==> config.mk <==
export PLATFORM = sky130hd
export DESIGN_NAME = pics_regs
export DESIGN_NICKNAME = d
export VERILOG_FILES = /design/src/hw/pics_pkg.sv /design/src/hw/pics_regs.sv
export SDC_FILE = /design/constraint.sdc
export NUM_CORES = 1
export LEC_CHECK = 0
export ABC_CLOCK_PERIOD_IN_PS = 2050
export BUFFER_PORTS_ARGS = -buffer_cell sky130_fd_sc_hd__buf_2
export CAP_MARGIN = 10
export CORE_ASPECT_RATIO = 1.2
export CORE_UTILIZATION = 49
export CTS_CLUSTER_SIZE = 30
export DETAILED_ROUTE_END_ITERATION = 7
export PLACE_DENSITY = 0.89
export SETUP_SLACK_MARGIN = 0.02
export SLEW_MARGIN = 20
export SYNTH_ARGS = -nofsm -noshare
export SYNTH_HDL_FRONTEND = slang
export SYNTH_SLANG_ARGS = --single-unit
==> constraint.sdc <==
create_clock -name clk_sys -period 2.05 [get_ports clk_sys]
set_input_delay 0.3075 -clock clk_sys [delete_from_list [all_inputs] [get_ports clk_sys]]
set_output_delay 0.3075 -clock clk_sys [all_outputs]
set_load 0.03 [all_outputs]
==> src/hw/pics_pkg.sv <==
// package for the phy interrupt / cable diagnostic / status register bank
package pics_pkg;

  // register indices (printed offsets are not multiples of four: byte address = 4 * index)
  localparam logic [7:0]  IDX_INT_CTRL_STAT   = 8'h1b;
  localparam logic [7:0]  IDX_CABLE_DIAG      = 8'h1d;
  localparam logic [7:0]  IDX_PHY_STAT_ONE    = 8'h1e;
  localparam logic [7:0]  IDX_PHY_CTRL_TWO    = 8'h1f;

  // interrupt control/status field positions
  localparam int          INT_LINKUP_EN_BIT   = 8;
  localparam int          INT_EN_HI_BIT       = 15;
  localparam int          INT_EN_LO_BIT       = 9;
  localparam int          INT_FLAG_COUNT      = 8;

  // cable diagnostic field positions
  localparam int          CD_START_BIT        = 15;
  localparam int          CD_RESULT_HI        = 14;
  localparam int          CD_RESULT_LO        = 13;
  localparam int          CD_SHORT_BIT        = 12;
  localparam int          CD_RSVD_HI          = 11;
  localparam int          CD_RSVD_LO          = 9;
  localparam int          CD_DIST_HI          = 8;

  // phy status one field positions
  localparam int          PS_PAUSE_BIT        = 9;
  localparam int          PS_LINK_BIT         = 8;
  localparam int          PS_POL_BIT          = 7;

  // phy control two: interrupt level select
  localparam int          PC_INT_LEVEL_BIT    = 9;

  // reset values
  localparam logic [7:0]  INT_EN_RESET        = 8'h00;
  localparam logic [7:0]  INT_FLAG_RESET      = 8'h00;
  localparam logic [1:0]  CD_RESULT_RESET     = 2'h0;
  localparam logic [2:0]  CD_RSVD_RESET       = 3'h0;
  localparam logic [8:0]  CD_DIST_RESET       = 9'h000;
  localparam logic        INT_LEVEL_RESET     = 1'b0;

  // cable test result codes
  typedef enum logic [1:0]
  {
    PICS_CD_NORMAL = 2'h0,
    PICS_CD_OPEN   = 2'h1,
    PICS_CD_SHORT  = 2'h2,
    PICS_CD_FAIL   = 2'h3
  } pics_cd_result_t;

  // event strobes from the phy core, one bit per flag, bit 0 = link up
  typedef struct packed
  {
    logic jabber;
    logic rx_error;
    logic page_rx;
    logic par_det_fault;
    logic lp_ack;
    logic link_down;
    logic remote_fault;
    logic link_up;
  } pics_events_t;

  // cable test outcome delivered by the analog test engine
  typedef struct packed
  {
    logic            done;
    pics_cd_result_t result;
    logic            short_cable;
    logic [8:0]      distance;
  } pics_cd_report_t;

  // live status levels from the phy core
  typedef struct packed
  {
    logic pause_capable;
    logic link_up;
    logic polarity_rev;
  } pics_status_t;

endpackage

==> src/hw/pics_regs.sv <==
// register bank: interrupt control/status, cable diagnostic, phy status, over apb
//
// Behaviour
// - bit 8 enables link-up interrupt, reset 0
// - bit 6 flags receive error, self-clearing
// - bit 5 flags page received, self-clearing
// - bit 4 flags parallel detect fault, self-clearing
// - bit 3 flags link partner acknowledge
// - bit 2 flags link down, self-clearing
// - bit 1 flags remote fault, self-clearing
// - bit 0 flags link up, self-clearing
// - write 1 bit 15 starts test, self-clears
// - results valid once start bit reads 0
// - bits 14:13 hold test result code
// - bit 12 flags cable under ten meters
// - status bit 9 shows flow control capability
// - status bit 7 shows reversed polarity
// - bits 15:9 enable flags 7:1 in order
// - interrupt pin polarity selectable, default low
//
// Design decision made here: the APB interface to the registers.
`timescale 1ns/1ns
`default_nettype none

module pics_regs
  import pics_pkg::*;
(
  input  wire logic            clk_sys,
  input  wire logic            rst,
  // apb slave
  input  wire logic            psel,
  input  wire logic            penable,
  input  wire logic            pwrite,
  input  wire logic [11:0]     paddr,
  input  wire logic [31:0]     pwdata,
  output logic      [31:0]     prdata,
  output logic                 pready,
  output logic                 pslverr,
  // phy core side
  input  wire pics_events_t    events,
  input  wire pics_cd_report_t cd_report,
  input  wire pics_status_t    status,
  output logic                 cd_start,
  output logic                 irq_pin
);

  // decode of a word index from a byte address
  function automatic logic hit(input logic [11:0] addr, input logic [7:0] idx);
    hit = (addr[1:0] == 2'h0) && (addr[11:2] == {2'h0, idx});
  endfunction

  // cable test sequencer states
  typedef enum logic
  {
    PICS_CD_IDLE,
    PICS_CD_RUN
  } pics_cd_state_t;

  // word layouts as software sees them:
  //   interrupt word: enables in 15:8, sticky event flags in 7:0
  //   cable word: start/busy 15, result 14:13, short 12, spare 11:9, distance 8:0
  //   status word: pause 9, link 8, polarity 7, everything else reads 0
  //   control two word: only the interrupt level bit 9 lives here
  logic [7:0]            int_en;       // bit 0 = link-up enable, bits 7:1 = enables 15:9
  logic [7:0]            int_flag;
  logic                  cd_busy;
  pics_cd_result_t       cd_result;
  logic                  cd_short;
  logic [2:0]            cd_rsvd;
  logic [8:0]            cd_dist;
  pics_status_t          stat_q;
  logic                  int_level;
  logic                  setup;
  logic                  acc_wr;
  logic                  acc_rd;
  logic                  sel_int;
  logic                  sel_cd;
  logic                  sel_ps;
  logic                  sel_pc;
  logic                  mapped;
  logic [15:0]           next_rdata;
  logic [7:0]            next_flag;
  logic                  any_pending;
  logic                  access;
  logic                  acc_rd_done;
  logic [7:0]            clr_mask;
  logic [7:0]            pair_hit;
  pics_cd_state_t        cd_state;

  // setup marks the request; the access edge is where the master sees pready high
  assign setup   = psel && !penable;
  assign access  = psel && penable && pready;
  assign sel_int = hit(paddr, IDX_INT_CTRL_STAT);
  assign sel_cd  = hit(paddr, IDX_CABLE_DIAG);
  assign sel_ps  = hit(paddr, IDX_PHY_STAT_ONE);
  assign sel_pc  = hit(paddr, IDX_PHY_CTRL_TWO);
  assign mapped  = sel_int || sel_cd || sel_ps || sel_pc;
  // writes and read side effects land only on the completing edge, never at setup
  assign acc_wr      = access && pwrite && mapped;
  assign acc_rd      = setup && !pwrite && mapped;
  assign acc_rd_done = access && !pwrite && mapped;

  // ready asserted in the cycle after setup: one wait-free access phase
  always_ff @(posedge clk_sys)
  begin
    if (rst)
    begin
      pready  <= 1'b0;
      pslverr <= 1'b0;
    end
    else
    begin
      pready  <= setup;
      pslverr <= setup && !mapped;   // unmapped word answers with an error
    end
  end

  // enables, written by software
  always_ff @(posedge clk_sys)
  begin
    if (rst)
      int_en <= INT_EN_RESET;
    else if (acc_wr && sel_int)
    begin
      int_en[0]   <= pwdata[INT_LINKUP_EN_BIT];
      int_en[7:1] <= pwdata[INT_EN_HI_BIT:INT_EN_LO_BIT];
    end
  end

  // image of the flags handed out at setup; only those are cleared at the access edge,
  // so an event landing between setup and completion is not thrown away
  always_ff @(posedge clk_sys)
  begin
    if (rst)
      clr_mask <= INT_FLAG_RESET;
    else if (acc_rd && sel_int)
      clr_mask <= int_flag;
    else if (access)
      clr_mask <= INT_FLAG_RESET;
  end

  // one sticky flag per event; set wins over the read clear
  generate
    for (genvar g = 0; g < INT_FLAG_COUNT; g++)
    begin : g_flag
      always_comb
      begin
        next_flag[g] = int_flag[g];
        if (acc_rd_done && sel_int && clr_mask[g])
          next_flag[g] = 1'b0;
        if (events[g])
          next_flag[g] = 1'b1;
      end

      always_ff @(posedge clk_sys)
      begin
        if (rst)
          int_flag[g] <= INT_FLAG_RESET[g];
        else
          int_flag[g] <= next_flag[g];
      end

      // enable bit g pairs with flag g: bit 0 link up, bits 7:1 jabber to remote fault
      assign pair_hit[g] = int_flag[g] && int_en[g];
    end
  endgenerate

  // interrupt level select lives in bit 9 of the phy control two word
  always_ff @(posedge clk_sys)
  begin
    if (rst)
      int_level <= INT_LEVEL_RESET;
    else if (acc_wr && sel_pc)
      int_level <= pwdata[PC_INT_LEVEL_BIT];
  end

  // pending from the registered flags so the pin follows the visible state
  assign any_pending = |pair_hit;

  always_ff @(posedge clk_sys)
  begin
    if (rst)
      irq_pin <= 1'b1;               // inactive high for the active-low default while in reset
    else
      irq_pin <= int_level ? any_pending : !any_pending;
  end

  // cable test sequencer: runs from the start write until the engine reports done;
  // a done seen while idle is ignored, the engine's output is junk between reports
  always_ff @(posedge clk_sys)
  begin
    if (rst)
      cd_state <= PICS_CD_IDLE;
    else
    begin
      case (cd_state)
        PICS_CD_IDLE:
          if (acc_wr && sel_cd && pwdata[CD_START_BIT])
            cd_state <= PICS_CD_RUN;
        PICS_CD_RUN:
          if (cd_report.done)
            cd_state <= PICS_CD_IDLE;
        default:
          cd_state <= PICS_CD_IDLE;
      endcase
    end
  end

  // start bit reads back 1 for as long as the test runs
  assign cd_busy = (cd_state == PICS_CD_RUN);

  // start pulse only from idle, so a second 1 while running does not restart
  always_ff @(posedge clk_sys)
  begin
    if (rst)
      cd_start <= 1'b0;
    else
      cd_start <= acc_wr && sel_cd && pwdata[CD_START_BIT] && !cd_busy;
  end

  // results latched with done, on the same edge that drops the busy bit
  always_ff @(posedge clk_sys)
  begin
    if (rst)
    begin
      cd_result <= PICS_CD_NORMAL;
      cd_short  <= 1'b0;
      cd_dist   <= CD_DIST_RESET;
    end
    else if (cd_busy && cd_report.done)
    begin
      cd_result <= cd_report.result;
      cd_short  <= cd_report.short_cable;
      cd_dist   <= cd_report.distance;
    end
  end

  // reserved read/write bits 11:9 kept as plain storage
  always_ff @(posedge clk_sys)
  begin
    if (rst)
      cd_rsvd <= CD_RSVD_RESET;
    else if (acc_wr && sel_cd)
      cd_rsvd <= pwdata[CD_RSVD_HI:CD_RSVD_LO];
  end

  // live status sampled once; polarity is unknown at reset, taken as 0
  always_ff @(posedge clk_sys)
  begin
    if (rst)
      stat_q <= '0;
    else
      stat_q <= status;
  end

  // read mux
  always_comb
  begin
    next_rdata = 16'h0000;
    if (sel_int)
      next_rdata = {int_en[7:1], int_en[0], int_flag};
    else if (sel_cd)
    begin
      next_rdata[CD_START_BIT]             = cd_busy;
      next_rdata[CD_RESULT_HI:CD_RESULT_LO] = cd_result;
      next_rdata[CD_SHORT_BIT]             = cd_short;
      next_rdata[CD_RSVD_HI:CD_RSVD_LO]    = cd_rsvd;
      next_rdata[CD_DIST_HI:0]             = cd_dist;
    end
    else if (sel_ps)
    begin
      next_rdata[PS_PAUSE_BIT] = stat_q.pause_capable;
      next_rdata[PS_LINK_BIT]  = stat_q.link_up;
      next_rdata[PS_POL_BIT]   = stat_q.polarity_rev;
    end
    else if (sel_pc)
      next_rdata[PC_INT_LEVEL_BIT] = int_level;
  end

  // read data registered at setup; holds the pre-clear flag image
  always_ff @(posedge clk_sys)
  begin
    if (rst)
      prdata <= 32'h0000_0000;
    else if (setup && !pwrite)
      prdata <= {16'h0000, next_rdata};
  end

endmodule

`default_nettype wire

* After elaboration in Yosys (flattened, before gate mapping)
Index checks and enable logic that the tools add are counted.
Word-level totals: memory bits (read-only) 0, register bits after elaboration 64, bits of input ports 73, word-level logic and storage cells 115, memories kept 0, latch bits 0, memory bits (writable) 0, output and inout port bits 36
Cells by class: muxes and demuxes 29, equality and inequality tests 4, add/subtract/negate cells 0, multiply operators 0, divide/modulo/power cells 0, shift-type cells 0, bitwise gates (word level) 1, magnitude comparators 0, reductions and logical operators 57
Operators by type and width (number):
- equality test 10 x 5 -> 1 bit (second input constant) | 4
- logical AND 1 bit | 38
- 2-to-1 mux 1 bit | 21
- nonzero test 2 bit | 9
- 2-to-1 mux 16 bit | 1
- 2-to-1 mux 8 bit | 2
- OR reduction 8 bit | 1
- 2-to-1 mux 7 bit | 1
- 2-to-1 mux 6 bit | 1
- zero test 1 bit | 5
- logical OR 1 bit | 3
- 2-to-1 mux 3 bit | 1
- zero test 2 bit | 1
- 2-to-1 mux 2 bit | 1
- case mux 1 bit (2 select lines) | 1
- NOT 1 bit | 1

* Depth between registers and ports, before layout
Gate-level depths: netlist (run 1).
depth after elaboration 10, depth in mapped cells 6, gate-level depth less buffers 4

* Least setup slack after synthesis (run 1)
No wires, ideal clock.
path type input to register, from input paddr[9], to register int_flag[0], data required time 1911 ps, slack 501 ps, stages 4, setup time 139 ps, data arrival time 1410 ps, buffers on the path 0, path through nor4_2 > nand2_2 > nor4_4 > a311oi_1
Between the ends: word-level cells in the longest chain between the ends 9
RTL lines:
- start: declaration | RTL line pics_regs.sv:34 | input wire logic [11:0] paddr,
- equality test 10 x 5 -> 1 bit | RTL line pics_regs.sv:49 | hit = (addr[1:0] == 2'h0) && (addr[11:2] == {2'h0, idx});
- logical AND 1 bit | RTL line pics_regs.sv:49
- logical OR 1 bit (3 in a row) | RTL line pics_regs.sv:97 | assign mapped = sel_int || sel_cd || sel_ps || sel_pc;
- logical AND 1 bit | RTL line pics_regs.sv:101 | assign acc_rd_done = access && !pwrite && mapped;
- logical AND 1 bit (*) (2 in a row) | RTL line pics_regs.sv:149 | if (acc_rd_done && sel_int && clr_mask[g])
- nonzero test 2 bit (no source line) (*)
- end signal: indexed assignment | RTL line pics_regs.sv:158 | int_flag[g] <= INT_FLAG_RESET[g];
- end signal: indexed assignment | RTL line pics_regs.sv:160 | int_flag[g] <= next_flag[g];
- end: declaration | RTL line pics_regs.sv:65 | logic [7:0] int_flag;
Every way passes the cells marked *; elsewhere a longest branch is shown, timed or not. A chain may end at the register's enable or synchronous reset.

* Worst setup path in the final report (run 1)
from register pready, to register int_level
Between the ends: word-level cells in the longest chain between the ends 4
RTL lines:
- start: declaration | RTL line pics_regs.sv:37 | output logic pready,
- start signal: assignment | RTL line pics_regs.sv:113 | pready <= setup;
- logical AND 1 bit | RTL line pics_regs.sv:92 | assign access = psel && penable && pready;
- logical AND 1 bit (2 in a row) | RTL line pics_regs.sv:99 | assign acc_wr = access && pwrite && mapped;
- logical AND 1 bit | RTL line pics_regs.sv:173 | else if (acc_wr && sel_pc)
- end signal: assignment | RTL line pics_regs.sv:174 | int_level <= pwdata[PC_INT_LEVEL_BIT];
- end: declaration | RTL line pics_regs.sv:72 | logic int_level;
Every way passes these cells.

==> flow_summary.yaml, run 1 <==
placed_design:
  gp_congestion: 0.8099
  hpwlAfterDp_mm: 5.030
  io_buffers: 68
  dp_cells: 454
  dp_slack_ns: 0.2733
  placed_area_sq_um: 3273
floorplan:
  die_x_um: 71.96
  design.portCount: 109
  core_area_sq_um: 5668
  num_rows: 30
  die_area_sq_um: 6185
  dieHeight_um: 85.95
  start_util_pct: 50.77
timing:
  slew_viol_final: 0
  hold_ws_ns: 0.1840
  hold_violations: 0
  grt_setup_unrepaired: "false"
  skew_ns: 0.01001
  fin_crit_sh_pct: 72.65
  finalSetupTns_ns: 0
  setup_viol: 0
  max_freq_mhz: 671.4
  period_needed_ns: 1.489
  worstMarginPinSlew_ns: 0.9306
  timing.final.ws_setup_ns: 0.5606
  timing.slew.headroom_pct: 37.73
setup_path:
  worstPathRequired_ns: 2.32
  path_class: "flop to flop"
  r2r_cells: 3
  start_kind: "flop"
  crit_fanout: 10
  arrival_ns: 1.76
  cp-end-kind: "flop"
min_path:
  hold_path_depth: 2
  hold_class: "input pin to flop"
synthesis:
  yosysWarnings: 0
  synth_top_cell_area_share_pct: 44.52
  synth_async_sr_flop_share_pct: 0
  yosysTopAreaCell: "dfxtp_1"
  yosysSeqAreaShare_pct: 44.52
  syn_avg_cell_area_sq_um: 9.253
  synth-edff-count: 0
  ys_types: 48
  synth_ff_type: "dfxtp_1"
  netlist_instances: 311
  syn_area_sq_um: 2878
  synth_seq_cells: 64
  netlist_top_cells_area: "dfxtp_1 45%, mux2i_1 4.9%, nand2_1 4.6%, nand2b_1 4.6%, buf_4 4.4%"
job:
  max_cap_violations: 0
clock_tree:
  hold_buffers: 0
  cts.sinks: 64
  cts_tree: "yes"
  cts_max_path_buffers: 2
  cts_repair_resize_count: 0
  cts_buffers: 9
  path_clk_slew_ns: 0.06
  worstSkewPairLatency_ns: 0.34
  root_buffer: "clkbuf_8"
  htreeDepth: 3
  cts_setup_buffers: 0
global_routing:
  grt_pass1_vias: 2413
  grt_antenna_before_repair: 0
  grt_first_pass_wirelength_mm: 11.38
  overflow: 0
  grt_max_degree: 58
  groute.usage.overall_pct: 24.19
layout:
  instances_no_fill: 470
  multiInputGateArea_sq_um: 1435
  filler_cell_count: 473
  syn_to_final_growth_pct: 20.87
  seqCellArea_sq_um: 1281
  drive_above_1_share_pct: 27.69
  finalInstanceArea_sq_um: 3478
  layout.nets: 458
  diodes: 0
routing:
  detailedRoute.firstIterationViolations: 231
  met2_length_mm: 3.453
  drt_first_pass_iters: 5
  drc: 0
  wl_per_cell_um: 14.86
  drt-total-wl_mm: 6.985
  topRoutingLayerUsed: "met4"
  wl_met1_mm: 2.828
  viasPerCell: 5.421
  met3WireLength_um: 490
  ant_nets: 0
  via_count: 2548
pwr:
  leakage_nw: 1.471
  cellPowerDensity_nw_per_um2: 747.4
  peakVddDrop_uv: 527.6
run_status:
  status: "completed"
[path summary, 6_finish.rpt]
path | slack (ns) | from | endpoint
setup reg to reg | 0.56 | pready | int_level
hold reg to reg | 0.44 | clr_mask[1] | int_flag[1]
setup / recovery | 0.56 | pready | int_level
hold / removal | 0.18 | status[1] | stat_q[1]
[cells by family after synthesis]
logic type               count (synthesis)  synth area share (%)
adder cells (fa/ha/maj)                  1                0.3478
multiplexers                            14                 4.869
XOR/XNOR                                 1                0.3044
flip-flops                              64                 44.52
buffers and inverters                   40                 7.565
other                                    1                0.1303
AND/OR/NAND/NOR                        126                 26.17
AO/OA/AOI/OAI                           64                 16.09
[stage by stage]
stage,power (mW),util (%)
finish,2.600,61.37
floorplan,1.446,-
detailed placement,1.514,57.75
global placement,1.507,57.75
global route,2.691,61.37
CTS,2.608,61.37
[power breakdown]
part / internal (mW) / switching, mW / total (mW)
sequential: 1.26 / 0.0213 / 1.28
combinational: 0.0734 / 0.132 / 0.205
clock: 0.625 / 0.487 / 1.11
[cells in the mapped netlist, types with 3 or more instances]
master    number
nor2b_1        4
mux2i_1       14
inv_1          9
a221o_1       10
nand2_1       35
nand3b_1       5
o21ai_0        4
and2_1         7
o211ai_1       8
and4_1         3
clkbuf_1       9
and2_0         3
nand2b_1      21
a22oi_1        8
a311oi_1      10
buf_2          3
buf_4         17
nor2_1        14
nand3_1       10
a21oi_1       20
dfxtp_1       64
[cell usage in the layout, fill, tap and decap left out, drive strengths merged, types with 3 or more instances in the layout]
cell type  count
nor4           3
nand2b        21
a311oi        10
and2          10
mux2i         14
clkbuf        11
o211ai         8
a21oi         20
nand3b         5
nor2b          4
nor3           4
a22oi          8
and4           3
buf           79
conb          16
nor3b          3
dfxtp         64
nor2          15
clkinv         3
nand4          3
nand2         36
nand3         10
a221o         10
inv           10
o21ai          4
[cell type report]
| type | instances | area share, % |
|---|---|---|
| clock buffers | 11 | 4.353 |
| clock inverters | 5 | 1.547 |
| inverters | 9 | 0.9712 |
| multi-input cells | 222 | 41.26 |
| flip-flops and latches | 64 | 36.83 |
| well taps | 80 | 2.878 |
| repair buffers | 79 | 12.16 |
[critical path, stage by stage, from the launching register on]
cell and delay [ns]:
dfxtp_1 0.35, nand3_1 0.35, nor4_1 0.49, mux2i_1 0.23
[registers in the layout (all words and copies together), names as in the netlist]
name / count
prdata: 16
cd_dist: 9
clr_mask: 8
int_en: 8
int_flag: 8
cd_rsvd: 3
stat_q: 3
cd_result: 2
cd_busy: 1
cd_short: 1
cd_start: 1
int_level: 1
irq_pin: 1
pready: 1
pslverr: 1
[metal layers]
metal	track usage, %	vias up
met3	4.230	21
met2	39.54	122
met5	0	-
met4	15.86	0
met1	29.02	1171
li1	-	1234
Power figures use the tool's default switching activity.
==> run 2, diff against run 1 <==
Settings changed: ABC_CLOCK_PERIOD_IN_PS 2050 to 1500.
Clock period 2.05 ns to 1.5 ns, I/O delays scaled along.
==> run 2 against run 1 <==
Net effect:
- register-to-register slack lost 0.40 ns
- largest power group unchanged
- clock power up 35%
- power rose by 37%
- largest cell class unchanged
- clock skew about the same
- critical endpoint is now prdata[7]
==> flow_summary.yaml, run 2 (synthesized netlist as in run 1, its figures left out) <==
placed_design:
  placed_area_sq_um: 3383
  gp_congestion: 0.8458
  io_buffers: 68
  hpwlAfterDp_mm: 5.275
layout:
  regMostFlops: "prdata"
  final_common_cell: "buf_2"
  layout.nets: 472
  layout_common_cells: "68 x buf_2, 64 x dfxtp_1, 35 x nand2_1, 24 x buf_4, 21 x nand2b_1"
  largest_reg_flops: 16
  finalInstanceArea_sq_um: 3588
  drive_above_1_share_pct: 29.95
  diodes: 0
  reg_top3: "prdata (16), cd_dist (9)"
  syn_to_final_growth_pct: 24.70
floorplan:
  num_rows: 30
  dieHeight_um: 85.95
  start_util_pct: 50.77
  core_area_sq_um: 5668
  die_area_sq_um: 6185
  die_x_um: 71.96
  design.portCount: 109
pwr:
  power_frac_comb_pct: 8.5
  internal-power_mw: 2.651
  leakage_nw: 1.531
  p_clk_share_pct: 42.2
  netSwitchingPower_mw: 0.9013
  peakVddDrop_uv: 493.2
  cellPowerDensity_nw_per_um2: 990.0
  seqPwrFrac_pct: 49.3
  p_sw_share_pct: 25.37
setup_path:
  cp-end-kind: "flop"
  path_class: "input pin to flop"
  worstPathCellList: "buf_2, or4_4, a2111oi_0, a311oi_1, nor3_1"
  start_kind: "input pin"
  worstPathRequired_ns: 1.77
  crit_fanout: 3
  worst_path_max_delay_cell: "or4_4"
  arrival_ns: 1.66
  cpPeakStageDelay_ns: 0.54
timing:
  timing.slew.headroom_pct: 47.70
  grt_setup_unrepaired: "false"
  fin_crit_sh_pct: 93.32
  hold_ws_ns: 0.08832
  slew_viol_final: 0
  max_freq_mhz: 714.4
  worstMarginPinSlew_ns: 0.7816
  period_needed_ns: 1.400
  hold_violations: 0
  skew_ns: 0.01009
  setup_viol: 0
run_status:
  status: "completed"
global_routing:
  grt_max_degree: 42
  grt_antenna_before_repair: 0
  groute.usage.overall_pct: 25.18
  grt_first_pass_wirelength_mm: 11.62
  overflow: 0
  grt_pass1_vias: 2533
clock_tree:
  cts_buffers: 9
  cts.sinks: 64
  cts_tree: "yes"
  worstSkewPairLatency_ns: 0.35
  path_clk_slew_ns: 0.07
  root_buffer: "clkbuf_8"
  cts_max_path_buffers: 2
  htreeDepth: 3
job:
  max_cap_violations: 0
routing:
  drc: 0
  via_count: 2627
  drt-total-wl_mm: 7.240
  wl_per_cell_um: 14.96
  detailedRoute.firstIterationViolations: 153
  drt_first_pass_iters: 5
  ant_nets: 0
  viasPerCell: 5.428
min_path:
  hold_class: "input pin to flop"
## run 2: worst max-delay path, delay by kind of cell
family                 cells  cell delay (ns)
AND/OR/NAND/NOR            2             0.73
AO/OA/AOI/OAI              2             0.60
buffers and inverters      1             0.11
## run 2: metal layers
metal	wire length, um	GRT usage (%)
met1	2941	28.76
met2	3554	39.02
met3	477	8.696
met4	267	18.00
met5	0	0
## run 2: power by group through the flow
stage / registers, mW / logic, mW / clock network (mW)
detailed placement: 1.79 / 0.299 / 0
global placement: 1.79 / 0.294 / 0
finish: 1.75 / 0.304 / 1.50
global route: 1.75 / 0.330 / 1.60
CTS: 1.75 / 0.302 / 1.51
floorplan: 1.79 / 0.191 / 0
## run 2: final cells by class
class / count / area, sq um
repair buffers: 93 / 540.5
inverters: 9 / 33.78
clock buffers: 11 / 141.4
well taps: 80 / 100.1
multi-input cells: 222 / 1435
fillers: 472 / 2079
clock inverters: 5 / 56.30
flip-flops and latches: 64 / 1281
## run 2: path summary, 6_finish.rpt
check              start     endpoint  slack (ns)  cells past startpoint
max reg2reg       pready    int_en[3]        0.16                      4
min            status[0]    stat_q[0]        0.09                      2
max             paddr[9]    prdata[7]        0.10                      5
min reg2reg  clr_mask[4]  int_flag[4]        0.46                      1
## run 2: repair_timing
| item | in CTS | in global routing |
|---|---|---|
| buffers inserted | 0 | 1 |
| setup endpoints to repair | 0 | 8 |
| hold buffers | 0 | 0 |
| resized for setup | 0 | 0 |
## run 2: through the flow
stage	power, mW	setup TNS, ns	worst slack [ns]	cells	util [%]
after floorplan	1.977	0	0.03343	326	-
after global placement	2.081	-5.274	-0.2211	467	59.69
after detailed placement	2.089	-6.363	-0.2613	467	59.69
after CTS	3.557	0	0.07738	483	63.18
after global routing	3.681	0	0.06825	484	63.31
final	3.553	0	0.1002	484	63.31
